`src/shared/fidr_pkg.sv`:
```
/*
  Constants for the flash identification and parameter read-back block.
  Assumes a single system clock; the serial link clock is sampled, not used as a clock.
*/
package fidr_pkg;
  // Opcodes
  localparam logic [7:0] OP_READ_PARAM = 8'h61;
  localparam logic [7:0] OP_EXT_PARAM = 8'h81;
  localparam logic [7:0] OP_ERR_CLEAR = 8'h82;
  localparam logic [7:0] OP_LEGACY_ID = 8'hAB;
  localparam logic [7:0] OP_STD_ID_SINGLE = 8'h9F;
  localparam logic [7:0] OP_STD_ID_QUAD = 8'hAF;
  localparam logic [7:0] OP_MAKER_DEV_ID = 8'h90;
  localparam logic [7:0] OP_UNIQUE_NUM = 8'h4B;
  localparam logic [7:0] OP_PARAM_TABLE = 8'h5A;
  localparam logic [7:0] OP_NO_OP = 8'h00;
  localparam logic [7:0] OP_RESET_ARM = 8'h66;
  localparam logic [7:0] OP_RESET_GO = 8'h99;
  // Extended read register error and busy bit positions
  localparam int PROT_ERR_BIT = 1;
  localparam int PROG_ERR_BIT = 2;
  localparam int ERASE_ERR_BIT = 3;
  localparam int WIP_BIT = 0;
  // Byte counts of the preamble (after the opcode), dummy clock counts and sizes
  localparam logic [2:0] LEGACY_DUMMY_BYTES = 3'h3;
  localparam logic [2:0] MDID_PRE_BYTES = 3'h3;
  localparam logic [2:0] ADDR_BYTES = 3'h3;
  localparam logic [4:0] TABLE_DUMMY_CLKS = 5'h08;
  localparam logic [4:0] UID_DUMMY_DEFAULT = 5'h08;
  localparam int UID_BYTES = 16;
  localparam int TABLE_DEPTH = 256;
  // Command decoder states
  typedef enum logic [2:0] {
    ST_OPCODE = 3'b000,
    ST_PRE = 3'b001,
    ST_DUMMY = 3'b010,
    ST_OUT = 3'b011,
    ST_IGNORE = 3'b100
  } fidr_state_type;
  // Response sources
  typedef enum logic [2:0] {
    SRC_RP = 3'b000,
    SRC_ERP = 3'b001,
    SRC_LEG = 3'b010,
    SRC_STD = 3'b011,
    SRC_MD = 3'b100,
    SRC_UID = 3'b101,
    SRC_TBL = 3'b110
  } fidr_src_type;
endpackage

```
`src/hw/fidr_core.sv`:
```
/*
  Identification and parameter read-back command interpreter of a serial flash.
  Assumes link pins arrive asynchronously and are synchronised here; the
  link clock is sampled by clk_in, which must run well above it.
*/
// What this block does
// - Read-param command returns the volatile read register
// - Ext-param command returns volatile extended register
// - Ext-param read works during write in progress
// - Clear command zeroes the three error flags
// - Error flags stay set until clear command
// - Legacy ID: opcode, three dummies, ID MSB first
// - Legacy ID byte repeats until select rises
// - Standard ID: maker byte then two-byte code
// - Standard ID three bytes loop while selected
// - Address bit zero picks maker or device first
// - Maker and device bytes alternate while selected
// - Unique ID: address, dummies, sixteen bytes out
// - Sixteen unique bytes repeat cyclically
// - Address bits three to zero pick start
// - Table read: address, eight dummies, data out
// - Quad mode table read also has eight dummies
// - Undefined table addresses return any value
// - No-op only cancels pending reset arm
// - Legacy ID accepted in single and quad
// - No-op recognised in single and quad
// - Any non-reset command cancels reset arm
// - Legacy ID ignored while write in progress
`timescale 1ns/1ps
module fidr_core
  import fidr_pkg::*;
#(
  parameter logic [7:0] MAKER_CODE = 8'h5A,      // Arbitrary value
  parameter logic [7:0] DEVICE_CODE = 8'h21,     // Arbitrary value
  parameter logic [15:0] TYPE_CAP_CODE = 16'h4321, // Arbitrary value
  parameter logic [127:0] UNIQUE_NUM = 128'h0123456789ABCDEF_FEDCBA9876543210
) (
  input wire logic clk_in,
  input wire logic nrst_in,
  input wire logic sclk_in,
  input wire logic csn_in,
  input wire logic [3:0] io_in,
  output logic [3:0] io_out,
  output logic [3:0] io_oe_out,
  input wire logic quad_command_mode_in,
  input wire logic [7:0] read_param_in,
  input wire logic [7:0] ext_param_in,
  input wire logic write_in_progress_flag_in,
  input wire logic prot_err_set_in,
  input wire logic prog_err_set_in,
  input wire logic erase_err_set_in,
  input wire logic [4:0] uid_dummy_clks_in,
  input wire logic tbl_wr_en_in,
  input wire logic [7:0] tbl_wr_addr_in,
  input wire logic [7:0] tbl_wr_data_in,
  output logic [2:0] err_flags_out,
  output logic reset_armed_out,
  output logic reset_go_out,
  output logic release_pd_out
);
  import fidr_pkg::*;

  logic [2:0] sclk_s_q, csn_s_q;
  logic [3:0] io_s1_q, io_s2_q;
  logic sclk_rise, sclk_fall, cs_active, cs_end;
  logic quad;
  fidr_state_type state_q;
  fidr_src_type src_q;
  logic [7:0] sh_in_q;
  logic [2:0] bit_cnt_q;
  logic [2:0] byte_cnt_q;
  logic [4:0] dummy_cnt_q;
  logic [23:0] addr_q;
  logic [7:0] opcode_q;
  logic [7:0] out_byte_q;
  logic [2:0] out_bit_q;
  logic [3:0] out_idx_q;
  logic [7:0] tbl_addr_q;
  logic [7:0] tbl_data;
  logic [2:0] err_q;
  logic armed_q;
  logic [7:0] in_byte;
  logic byte_done;
  logic [2:0] bits_per_byte;
  logic [7:0] next_byte;

  // Two stages plus an edge-history bit; only the second and third are read
  always_ff @(posedge clk_in or negedge nrst_in) begin
    if (!nrst_in) begin
      sclk_s_q <= 3'h0;
      csn_s_q <= 3'h7;
      io_s1_q <= 4'h0;
      io_s2_q <= 4'h0;
    end else begin
      sclk_s_q <= {sclk_s_q[1:0], sclk_in};
      csn_s_q <= {csn_s_q[1:0], csn_in};
      io_s1_q <= io_in;
      io_s2_q <= io_s1_q;
    end
  end

  assign sclk_rise = sclk_s_q[1] & ~sclk_s_q[2];
  assign sclk_fall = ~sclk_s_q[1] & sclk_s_q[2];
  assign cs_active = ~csn_s_q[1];
  assign cs_end = csn_s_q[1] & ~csn_s_q[2];
  assign quad = quad_command_mode_in;
  // Quad moves a nibble per clock, single one bit
  assign bits_per_byte = quad ? 3'h1 : 3'h7;
  assign in_byte = quad ? {sh_in_q[3:0], io_s2_q} : {sh_in_q[6:0], io_s2_q[0]};
  assign byte_done = sclk_rise && (bit_cnt_q == bits_per_byte);

  // Byte assembly on rising edges; select high flushes it
  always_ff @(posedge clk_in or negedge nrst_in) begin
    if (!nrst_in) begin
      sh_in_q <= 8'h00;
      bit_cnt_q <= 3'h0;
    end else if (!cs_active) begin
      bit_cnt_q <= 3'h0;
    end else if (sclk_rise) begin
      sh_in_q <= in_byte;
      bit_cnt_q <= byte_done ? 3'h0 : bit_cnt_q + 3'h1;
    end
  end

  // Selects the response byte for a given index
  always_comb begin
    next_byte = 8'h00;
    case (src_q)
      SRC_RP: next_byte = read_param_in;
      SRC_ERP: next_byte = {ext_param_in[7:4], err_q, write_in_progress_flag_in};
      SRC_LEG: next_byte = DEVICE_CODE;
      SRC_STD: begin
        case (out_idx_q[1:0])
          2'h0: next_byte = MAKER_CODE;
          2'h1: next_byte = TYPE_CAP_CODE[15:8];
          default: next_byte = TYPE_CAP_CODE[7:0];
        endcase
      end
      SRC_MD: next_byte = (out_idx_q[0] ^ addr_q[0]) ? DEVICE_CODE : MAKER_CODE;
      SRC_UID: next_byte = UNIQUE_NUM[8'(127 - 8 * out_idx_q) -: 8];
      SRC_TBL: next_byte = tbl_data;
      default: next_byte = 8'h00;
    endcase
  end

  // Decoder: opcode, preamble, dummy clocks, then output until select rises
  always_ff @(posedge clk_in or negedge nrst_in) begin
    if (!nrst_in) begin
      state_q <= ST_OPCODE;
      src_q <= SRC_RP;
      byte_cnt_q <= 3'h0;
      dummy_cnt_q <= 5'h00;
      addr_q <= 24'h000000;
      opcode_q <= 8'h00;
    end else if (!cs_active) begin
      state_q <= ST_OPCODE;
      // Forget the opcode so an empty frame cannot fire a stale release pulse
      opcode_q <= 8'h00;
    end else begin
      case (state_q)
        ST_OPCODE: begin
          if (byte_done) begin
            opcode_q <= in_byte;
            byte_cnt_q <= 3'h0;
            addr_q <= 24'h000000;
            case (in_byte)
              OP_READ_PARAM: begin
                src_q <= SRC_RP;
                state_q <= ST_OUT;
              end
              OP_EXT_PARAM: begin
                src_q <= SRC_ERP;
                state_q <= ST_OUT;
              end
              OP_LEGACY_ID: begin
                src_q <= SRC_LEG;
                state_q <= write_in_progress_flag_in ? ST_IGNORE : ST_PRE;
              end
              OP_STD_ID_SINGLE, OP_STD_ID_QUAD: begin
                src_q <= SRC_STD;
                state_q <= ((in_byte == OP_STD_ID_QUAD) == quad) ? ST_OUT : ST_IGNORE;
              end
              OP_MAKER_DEV_ID: begin
                src_q <= SRC_MD;
                state_q <= ST_PRE;
              end
              OP_UNIQUE_NUM: begin
                src_q <= SRC_UID;
                state_q <= ST_PRE;
              end
              OP_PARAM_TABLE: begin
                src_q <= SRC_TBL;
                state_q <= ST_PRE;
              end
              default: state_q <= ST_IGNORE;
            endcase
          end
        end
        ST_PRE: begin
          if (byte_done) begin
            addr_q <= {addr_q[15:0], in_byte};
            byte_cnt_q <= byte_cnt_q + 3'h1;
            if (byte_cnt_q == ADDR_BYTES - 3'h1) begin
              dummy_cnt_q <= 5'h00;
              // Legacy ID and maker/device read have no dummy clocks
              if (src_q == SRC_LEG || src_q == SRC_MD) begin
                state_q <= ST_OUT;
              end else begin
                state_q <= ST_DUMMY;
              end
            end
          end
        end
        ST_DUMMY: begin
          if (sclk_rise) begin
            dummy_cnt_q <= dummy_cnt_q + 5'h01;
            // Table read fixed at eight in both modes
            if (dummy_cnt_q + 5'h01 ==
                ((src_q == SRC_TBL) ? TABLE_DUMMY_CLKS : uid_dummy_clks_in)) begin
              state_q <= ST_OUT;
            end
          end
        end
        ST_OUT: state_q <= ST_OUT;
        ST_IGNORE: state_q <= ST_IGNORE;
        default: state_q <= ST_OPCODE;
      endcase
    end
  end

  // Output index and table address; first byte prepared on entry to output
  logic out_start, out_byte_end;
  logic [3:0] first_idx;
  assign first_idx = (src_q == SRC_UID) ? addr_q[3:0] : 4'h0;
  assign out_byte_end = sclk_fall && (out_bit_q == 3'h0) && (state_q == ST_OUT);
  logic in_out_prev_q;
  assign out_start = (state_q == ST_OUT) && !in_out_prev_q;

  always_ff @(posedge clk_in or negedge nrst_in) begin
    if (!nrst_in) begin
      in_out_prev_q <= 1'b0;
      out_idx_q <= 4'h0;
      tbl_addr_q <= 8'h00;
    end else begin
      in_out_prev_q <= (state_q == ST_OUT) && cs_active;
      if (out_start) begin
        out_idx_q <= first_idx;
        tbl_addr_q <= addr_q[7:0];
      end else if (out_byte_end) begin
        tbl_addr_q <= tbl_addr_q + 8'h01;
        // Index wraps per source
        if (src_q == SRC_STD && out_idx_q == 4'h2) begin
          out_idx_q <= 4'h0;
        end else begin
          out_idx_q <= out_idx_q + 4'h1;
        end
      end
    end
  end

  // Output shifter: bits change on falling edges, MSB first
  logic [1:0] load_pending_q;
  always_ff @(posedge clk_in or negedge nrst_in) begin
    if (!nrst_in) begin
      out_byte_q <= 8'h00;
      out_bit_q <= 3'h0;
      load_pending_q <= 2'b00;
      io_out <= 4'h0;
      io_oe_out <= 4'h0;
    end else if (!cs_active || state_q != ST_OUT) begin
      io_oe_out <= 4'h0;
      load_pending_q <= 2'b00;
      // Pointer parks on the top bit, so the first fall sends the MSB
      out_bit_q <= bits_per_byte;
    end else begin
      // Two stages: the index or table address moves, then the table read settles
      load_pending_q <= {load_pending_q[0], out_start || out_byte_end};
      if (sclk_fall) begin
        if (out_bit_q == 3'h0) begin
          out_bit_q <= bits_per_byte;
        end else begin
          out_bit_q <= out_bit_q - 3'h1;
        end
        if (quad) begin
          io_out <= (out_bit_q == 3'h1) ? out_byte_q[7:4] : out_byte_q[3:0];
          io_oe_out <= 4'hF;
        end else begin
          io_out <= {2'b00, out_byte_q[out_bit_q], 1'b0};
          io_oe_out <= 4'h2;
        end
      end
      // Last bit of the old byte has left by now, so replacing it is safe
      if (load_pending_q[1]) begin
        out_byte_q <= next_byte;
      end
    end
  end

  // Sticky errors: set wins over the clear command
  logic clr_cmd;
  assign clr_cmd = (state_q == ST_OPCODE) && byte_done && (in_byte == OP_ERR_CLEAR);
  always_ff @(posedge clk_in or negedge nrst_in) begin
    if (!nrst_in) begin
      err_q <= 3'h0;
    end else begin
      err_q <= (clr_cmd ? 3'h0 : err_q) |
               {erase_err_set_in, prog_err_set_in, prot_err_set_in};
    end
  end

  // Reset arm: armed by arm command, any other opcode drops it
  always_ff @(posedge clk_in or negedge nrst_in) begin
    if (!nrst_in) begin
      armed_q <= 1'b0;
      reset_go_out <= 1'b0;
      release_pd_out <= 1'b0;
    end else begin
      reset_go_out <= 1'b0;
      release_pd_out <= 1'b0;
      if (state_q == ST_OPCODE && byte_done) begin
        armed_q <= (in_byte == OP_RESET_ARM);
        reset_go_out <= armed_q && (in_byte == OP_RESET_GO);
      end
      if (cs_end && opcode_q == OP_LEGACY_ID && !write_in_progress_flag_in) begin
        release_pd_out <= 1'b1;
      end
    end
  end

  assign err_flags_out = err_q;
  assign reset_armed_out = armed_q;

  fidr_table_rom #(
    .DEPTH(TABLE_DEPTH)
  ) u_table (
    .clk_in(clk_in),
    .nrst_in(nrst_in),
    .addr_in(tbl_wr_en_in ? tbl_wr_addr_in : tbl_addr_q),
    .wr_en_in(tbl_wr_en_in),
    .wr_data_in(tbl_wr_data_in),
    .rd_data_out(tbl_data)
  );

  // Protection error flag (bit 0) never drops without the clear command
  a_err_sticky: assert property (@(posedge clk_in) disable iff (!nrst_in)
    (err_q[0] && !clr_cmd) |=> err_q[0])
    else $error("error flag dropped without clear");
  a_err_clear: assert property (@(posedge clk_in) disable iff (!nrst_in)
    (clr_cmd && !prot_err_set_in) |=> !err_q[0])
    else $error("clear did not zero flag");
  a_arm_cancel: assert property (@(posedge clk_in) disable iff (!nrst_in)
    (state_q == ST_OPCODE && byte_done && in_byte == OP_NO_OP) |=> !armed_q)
    else $error("no-op left reset armed");
  a_abort_oe: assert property (@(posedge clk_in) disable iff (!nrst_in)
    !cs_active |=> io_oe_out == 4'h0)
    else $error("drive kept after deselect");
  a_abort_state: assert property (@(posedge clk_in) disable iff (!nrst_in)
    !cs_active |=> state_q == ST_OPCODE)
    else $error("decoder not reset on deselect");
  a_wip_legacy: assert property (@(posedge clk_in) disable iff (!nrst_in)
    (state_q == ST_OPCODE && byte_done && in_byte == OP_LEGACY_ID
     && write_in_progress_flag_in && cs_active) |=> state_q == ST_IGNORE)
    else $error("legacy id accepted while busy");
  a_ext_busy: assert property (@(posedge clk_in) disable iff (!nrst_in)
    (state_q == ST_OPCODE && byte_done && in_byte == OP_EXT_PARAM && cs_active)
    |=> state_q == ST_OUT)
    else $error("ext param read refused");
  a_std_wrap: assert property (@(posedge clk_in) disable iff (!nrst_in)
    (src_q == SRC_STD && in_out_prev_q) |-> out_idx_q <= 4'h2)
    else $error("standard id index out of range");
endmodule

```
`src/hw/fidr_table_rom.sv`:
```
/*
  Small table memory holding the discoverable-parameter table.
  Assumes the same clock as the command decoder; read data is registered.
*/
`timescale 1ns/1ps
module fidr_table_rom #(
  parameter int DEPTH = 256
) (
  input wire logic clk_in,
  input wire logic nrst_in,
  input wire logic [7:0] addr_in,
  input wire logic wr_en_in,
  input wire logic [7:0] wr_data_in,
  output logic [7:0] rd_data_out
);
  logic [7:0] mem_q [DEPTH];

  // Loadable at system bring-up; unwritten entries are undefined content
  always_ff @(posedge clk_in) begin
    if (wr_en_in) begin
      mem_q[addr_in] <= wr_data_in;
    end
  end

  // Registered read port
  always_ff @(posedge clk_in or negedge nrst_in) begin
    if (!nrst_in) begin
      rd_data_out <= 8'h00;
    end else begin
      rd_data_out <= mem_q[addr_in];
    end
  end
endmodule

```
`config.mk`:
```
export PLATFORM = sky130hd
export DESIGN_NAME = fidr_core
export DESIGN_NICKNAME = d
export VERILOG_FILES = /design/src/shared/fidr_pkg.sv /design/src/hw/fidr_core.sv /design/src/hw/fidr_table_rom.sv
export SDC_FILE = /design/constraint.sdc
export NUM_CORES = 2
export LEC_CHECK = 0
export BUFFER_PORTS_ARGS = -buffer_cell sky130_fd_sc_hd__buf_2
export CAP_MARGIN = 30
export CORE_UTILIZATION = 50
export CTS_CLUSTER_SIZE = 30
export DETAILED_ROUTE_END_ITERATION = 10
export PLACE_DENSITY = 0.62
export RECOVER_POWER = 50
export SETUP_SLACK_MARGIN = 0.1
export SLEW_MARGIN = 25
export SYNTH_ARGS = -nofsm -noshare
export SYNTH_HDL_FRONTEND = slang
export SYNTH_HIERARCHICAL = 1
export SYNTH_SLANG_ARGS = --single-unit
```
`constraint.sdc`:
```
create_clock -name clk_in -period 3.31 [get_ports clk_in]
set_input_delay 0.662 -clock clk_in [delete_from_list [all_inputs] [get_ports clk_in]]
set_output_delay 0.662 -clock clk_in [all_outputs]
set_load 0.01 [all_outputs]
```
==> qor.txt <==
Non-Filler Instances: 7085
Syn Nets: 4154
Crit path top cell by count: buf_4
DRC Markers: 0
WP data required: 4.01 ns
WP buf/inv: 4
first-pass GRT wire length: 293000 um
cell total after placement: 6676
gpl congestion: 0.843
Worst VDD drop: 0.541 mV
actual slew at the worst max-slew pin: 2.76 ns
Max Clock Skew: 0.0383 ns
status: complete, but fails checks
# fillers: 11700
CP cell instances: mux2_8 -> buf_4 -> buf_12 -> buf_4 -> mux4_2 -> a22oi_1 -> a21oi_1 -> o41ai_1 -> buf_4 -> nand4_1
core area: 0.166 mm2
Syn Std Cell Area: 0.0838 mm2
Max Slew Vio Count: 783
Yosys top cell area share: 73.4%
CP max stage cell: mux4_2
Post-DP Area: 0.0936 mm2
largest net degree at the start of global routing: 112
Hold Path Class: in2reg
asr flop ratio synth: 4.66%
antenna violations before repair: 1
Setup violations, final: 0
Worst path max stage delay: 0.44 ns
Final nets: 4780
fmax: 317 MHz
H-tree depth: 4
Setup crit start kind: flop
Avg WL per Cell: 28.1 um
CTS tree: built
area grow syn2layout: 19.9%
Clock Latency Late Sink: 0.84 ns
row cnt: 149
Tot Pwr: 56.7 mW
most frequent cells in the layout: edfxtp_1 (2048), mux4_2 (514), buf_4 (395)
die area: 0.169 mm2
root buf cell: clkbuf_16
top_reg_cell synth: edfxtp_1
sequential fraction of the synthesis area: 76.4%
number of routed nets with antenna violations: 0
clock power share: 41.6%
via density per instance: 6.07
Die X: 411 um
yosys synthesis warning count: 6
layout cell share with drive strength beyond 1: 34.4%
Gate power share: 5.4%
first-pass iteration count of the detailed router: 5
post-synthesis adder-cell area fraction: 0.209%
I/O pins: 65
final core utilization: 60.7%
Area contributors post-synth: edfxtp_1 (73%), mux4_2 (14%), dfrtp_1 (2.9%)
Synth cell types: 81
Total GRT Usage: 23.8%
Fin Hold WS: 0.246 ns
CP Class: reg2reg
Pwr Density: 565 mW/mm2
Seq pwr share: 52.9%
EDFF count, synth: 2048
Post-Synth Simple-Gate Area: 2.88%
Synth Area in Compound Gates: 4.53%
Initial Util: 50.6%
combinational family with the most area after synthesis: multiplexers
final WL: 199000 um
Post-Synth XOR/XNOR Area: 0.131%
synthesized instance count: 4089
Clock Path Buffers: 3
cell family with most CP delay: compound AO/OA/AOI/OAI gates
CP max FO: 8
commonest non-fill, non-tap cell in the layout: edfxtp_1
Clock Sink Count: 2148
internal power: 44.6 mW
Die H: 411 um
unrepaired setup endpoints after global routing: true
Vias: 43000
total gr overflow: 0
post-synthesis mux area share: 14.3%
Final Hold Viols: 0
syn_area_per_cell: 20.5 um2
initial drt markers: 3968
Num CTS Buffers: 213
failing checks: max-capacitance violations, max-slew violations
final worst path period need: 3.16 ns
Worst setup EP type: flop
Lkg Pwr: 31.9 nW
I/O Buffers: 60
vias in the first global route: 43400
Synth area leader: edfxtp_1
max-cap violations: 9
dpl hpwl: 130000 um
CTS clk-pin slew, worst paths: 0.06 ns
max_slew headroom: -83.7%
Critical Path AT: 3.86 ns
Seq cells post-synth: 2148
Final Cell Area: 0.100 mm2
fin crit share: 95.4%
Sw Ratio: 21.3%
Switching Power: 12.1 mW
[per-stage QoR]
stage	setup TNS (ns)	setup WS, ns
floorplan	0	0.0956
global placement	-3.06	-0.404
detailed placement	-10.16	-0.425
CTS	0	0.122
global route	0	0.0480
finish	0	0.151
[cell type report]
cell class                 count  area, um2  area share (%)
tap                         2189       2740            2.73
clock inverter               119       1170            1.16
timing repair buffer         675       7110            7.08
antenna                        2       5.00         0.00498
sequential                  2148      64000            63.7
multi-input combinational   1656      19600            19.5
inverter                      21       78.8          0.0785
clock buffer                 275       5710            5.68
[routing by layer]
layer	part of all wire (%)	track usage [%]	up-vias
li1	-	-	18400
met4	2.1	6.06	0
met5	0	0	-
met3	6.6	3.42	259
met1	41	34.0	22800
met2	50	38.9	1574
[worst paths after layout]
check,from,endpoint,slack [ns],depth (start not counted)
worst min register to register,io_s1_q[1]$_DFF_PN0_,io_s2_q[1]$_DFF_PN0_,0.35,0
max in group asynchronous,nrst_in,u_table/rd_data_out[5]$_DFF_PN0_,0.73,3
worst max-delay path,tbl_addr_q[0]$_DFFE_PN0P_,u_table/rd_data_out[2]$_DFF_PN0_,0.15,10
worst max register to register,tbl_addr_q[0]$_DFFE_PN0P_,u_table/rd_data_out[2]$_DFF_PN0_,0.15,10
worst min-delay path,write_in_progress_flag_in,release_pd_out$_DFF_PN0_,0.25,3
min in group asynchronous,nrst_in,io_out[2]$_DFFE_PN0P_,0.71,2
[power groups by stage]
| stage | registers [mW] | clock network (mW) | logic [mW] |
|---|---|---|---|
| 2_1_floorplan | 30.5 | 0 | 1.55 |
| 3_3_place_gp | 30.5 | 0 | 3.09 |
| 3_5_place_dp | 30.5 | 0 | 3.13 |
| 4_1_cts | 30.0 | 24.1 | 3.15 |
| 5_1_grt | 30.0 | 25.0 | 3.27 |
| 6_report | 30.0 | 23.6 | 3.08 |
[cell families after synthesis]
family	count (synthesis)
buffers and inverters	285
XOR/XNOR	11
flip-flops	2148
adder cells (fa/ha/maj)	14
multiplexers	550
AO/OA/AOI/OAI	558
AND/OR/NAND/NOR	523
[timing repair]
action	in CTS	in global routing
setup buffers	0	3
gates resized for setup	1	6
endpoints found under the setup margin	1	8
hold endpoints to repair	63	0
hold buffers	10	0
[tightest hold or removal path, delay by kind of cell]
kind / cells / cell delay, ns
AND/OR/NAND/NOR: 2 / 0.21
buffers and inverters: 1 / 0.14
[synth_stat cells, drive strengths merged, types with 11 or more instances]
master / number
mux2: 15
clkbuf: 143
nor2: 275
mux2i: 21
mux4: 514
nand2: 78
a22oi: 259
o21ai: 41
nand3: 29
a211oi: 11
a21oi: 157
ha: 14
inv: 20
nor2b: 13
edfxtp: 2048
dfrtp: 97
nor3: 45
nand4: 12
o22ai: 15
nand2b: 13
buf: 121
o41ai: 33
[registers in the layout, indices dropped and copies added, names as in the netlist, 3 cells and up]
signal,cells
u_table/mem_q,2048
addr_q,8
opcode_q,8
out_byte_q,8
tbl_addr_q,8
u_table/rd_data_out,8
sh_in_q,7
dummy_cnt_q,5
io_out,4
io_s1_q,4
io_s2_q,4
out_idx_q,4
bit_cnt_q,3
byte_cnt_q,3
csn_s_q,3
err_flags_out,3
out_bit_q,3
sclk_s_q,3
src_q,3
state_q,3
No activity file was read; power rests on OpenSTA's default activity.
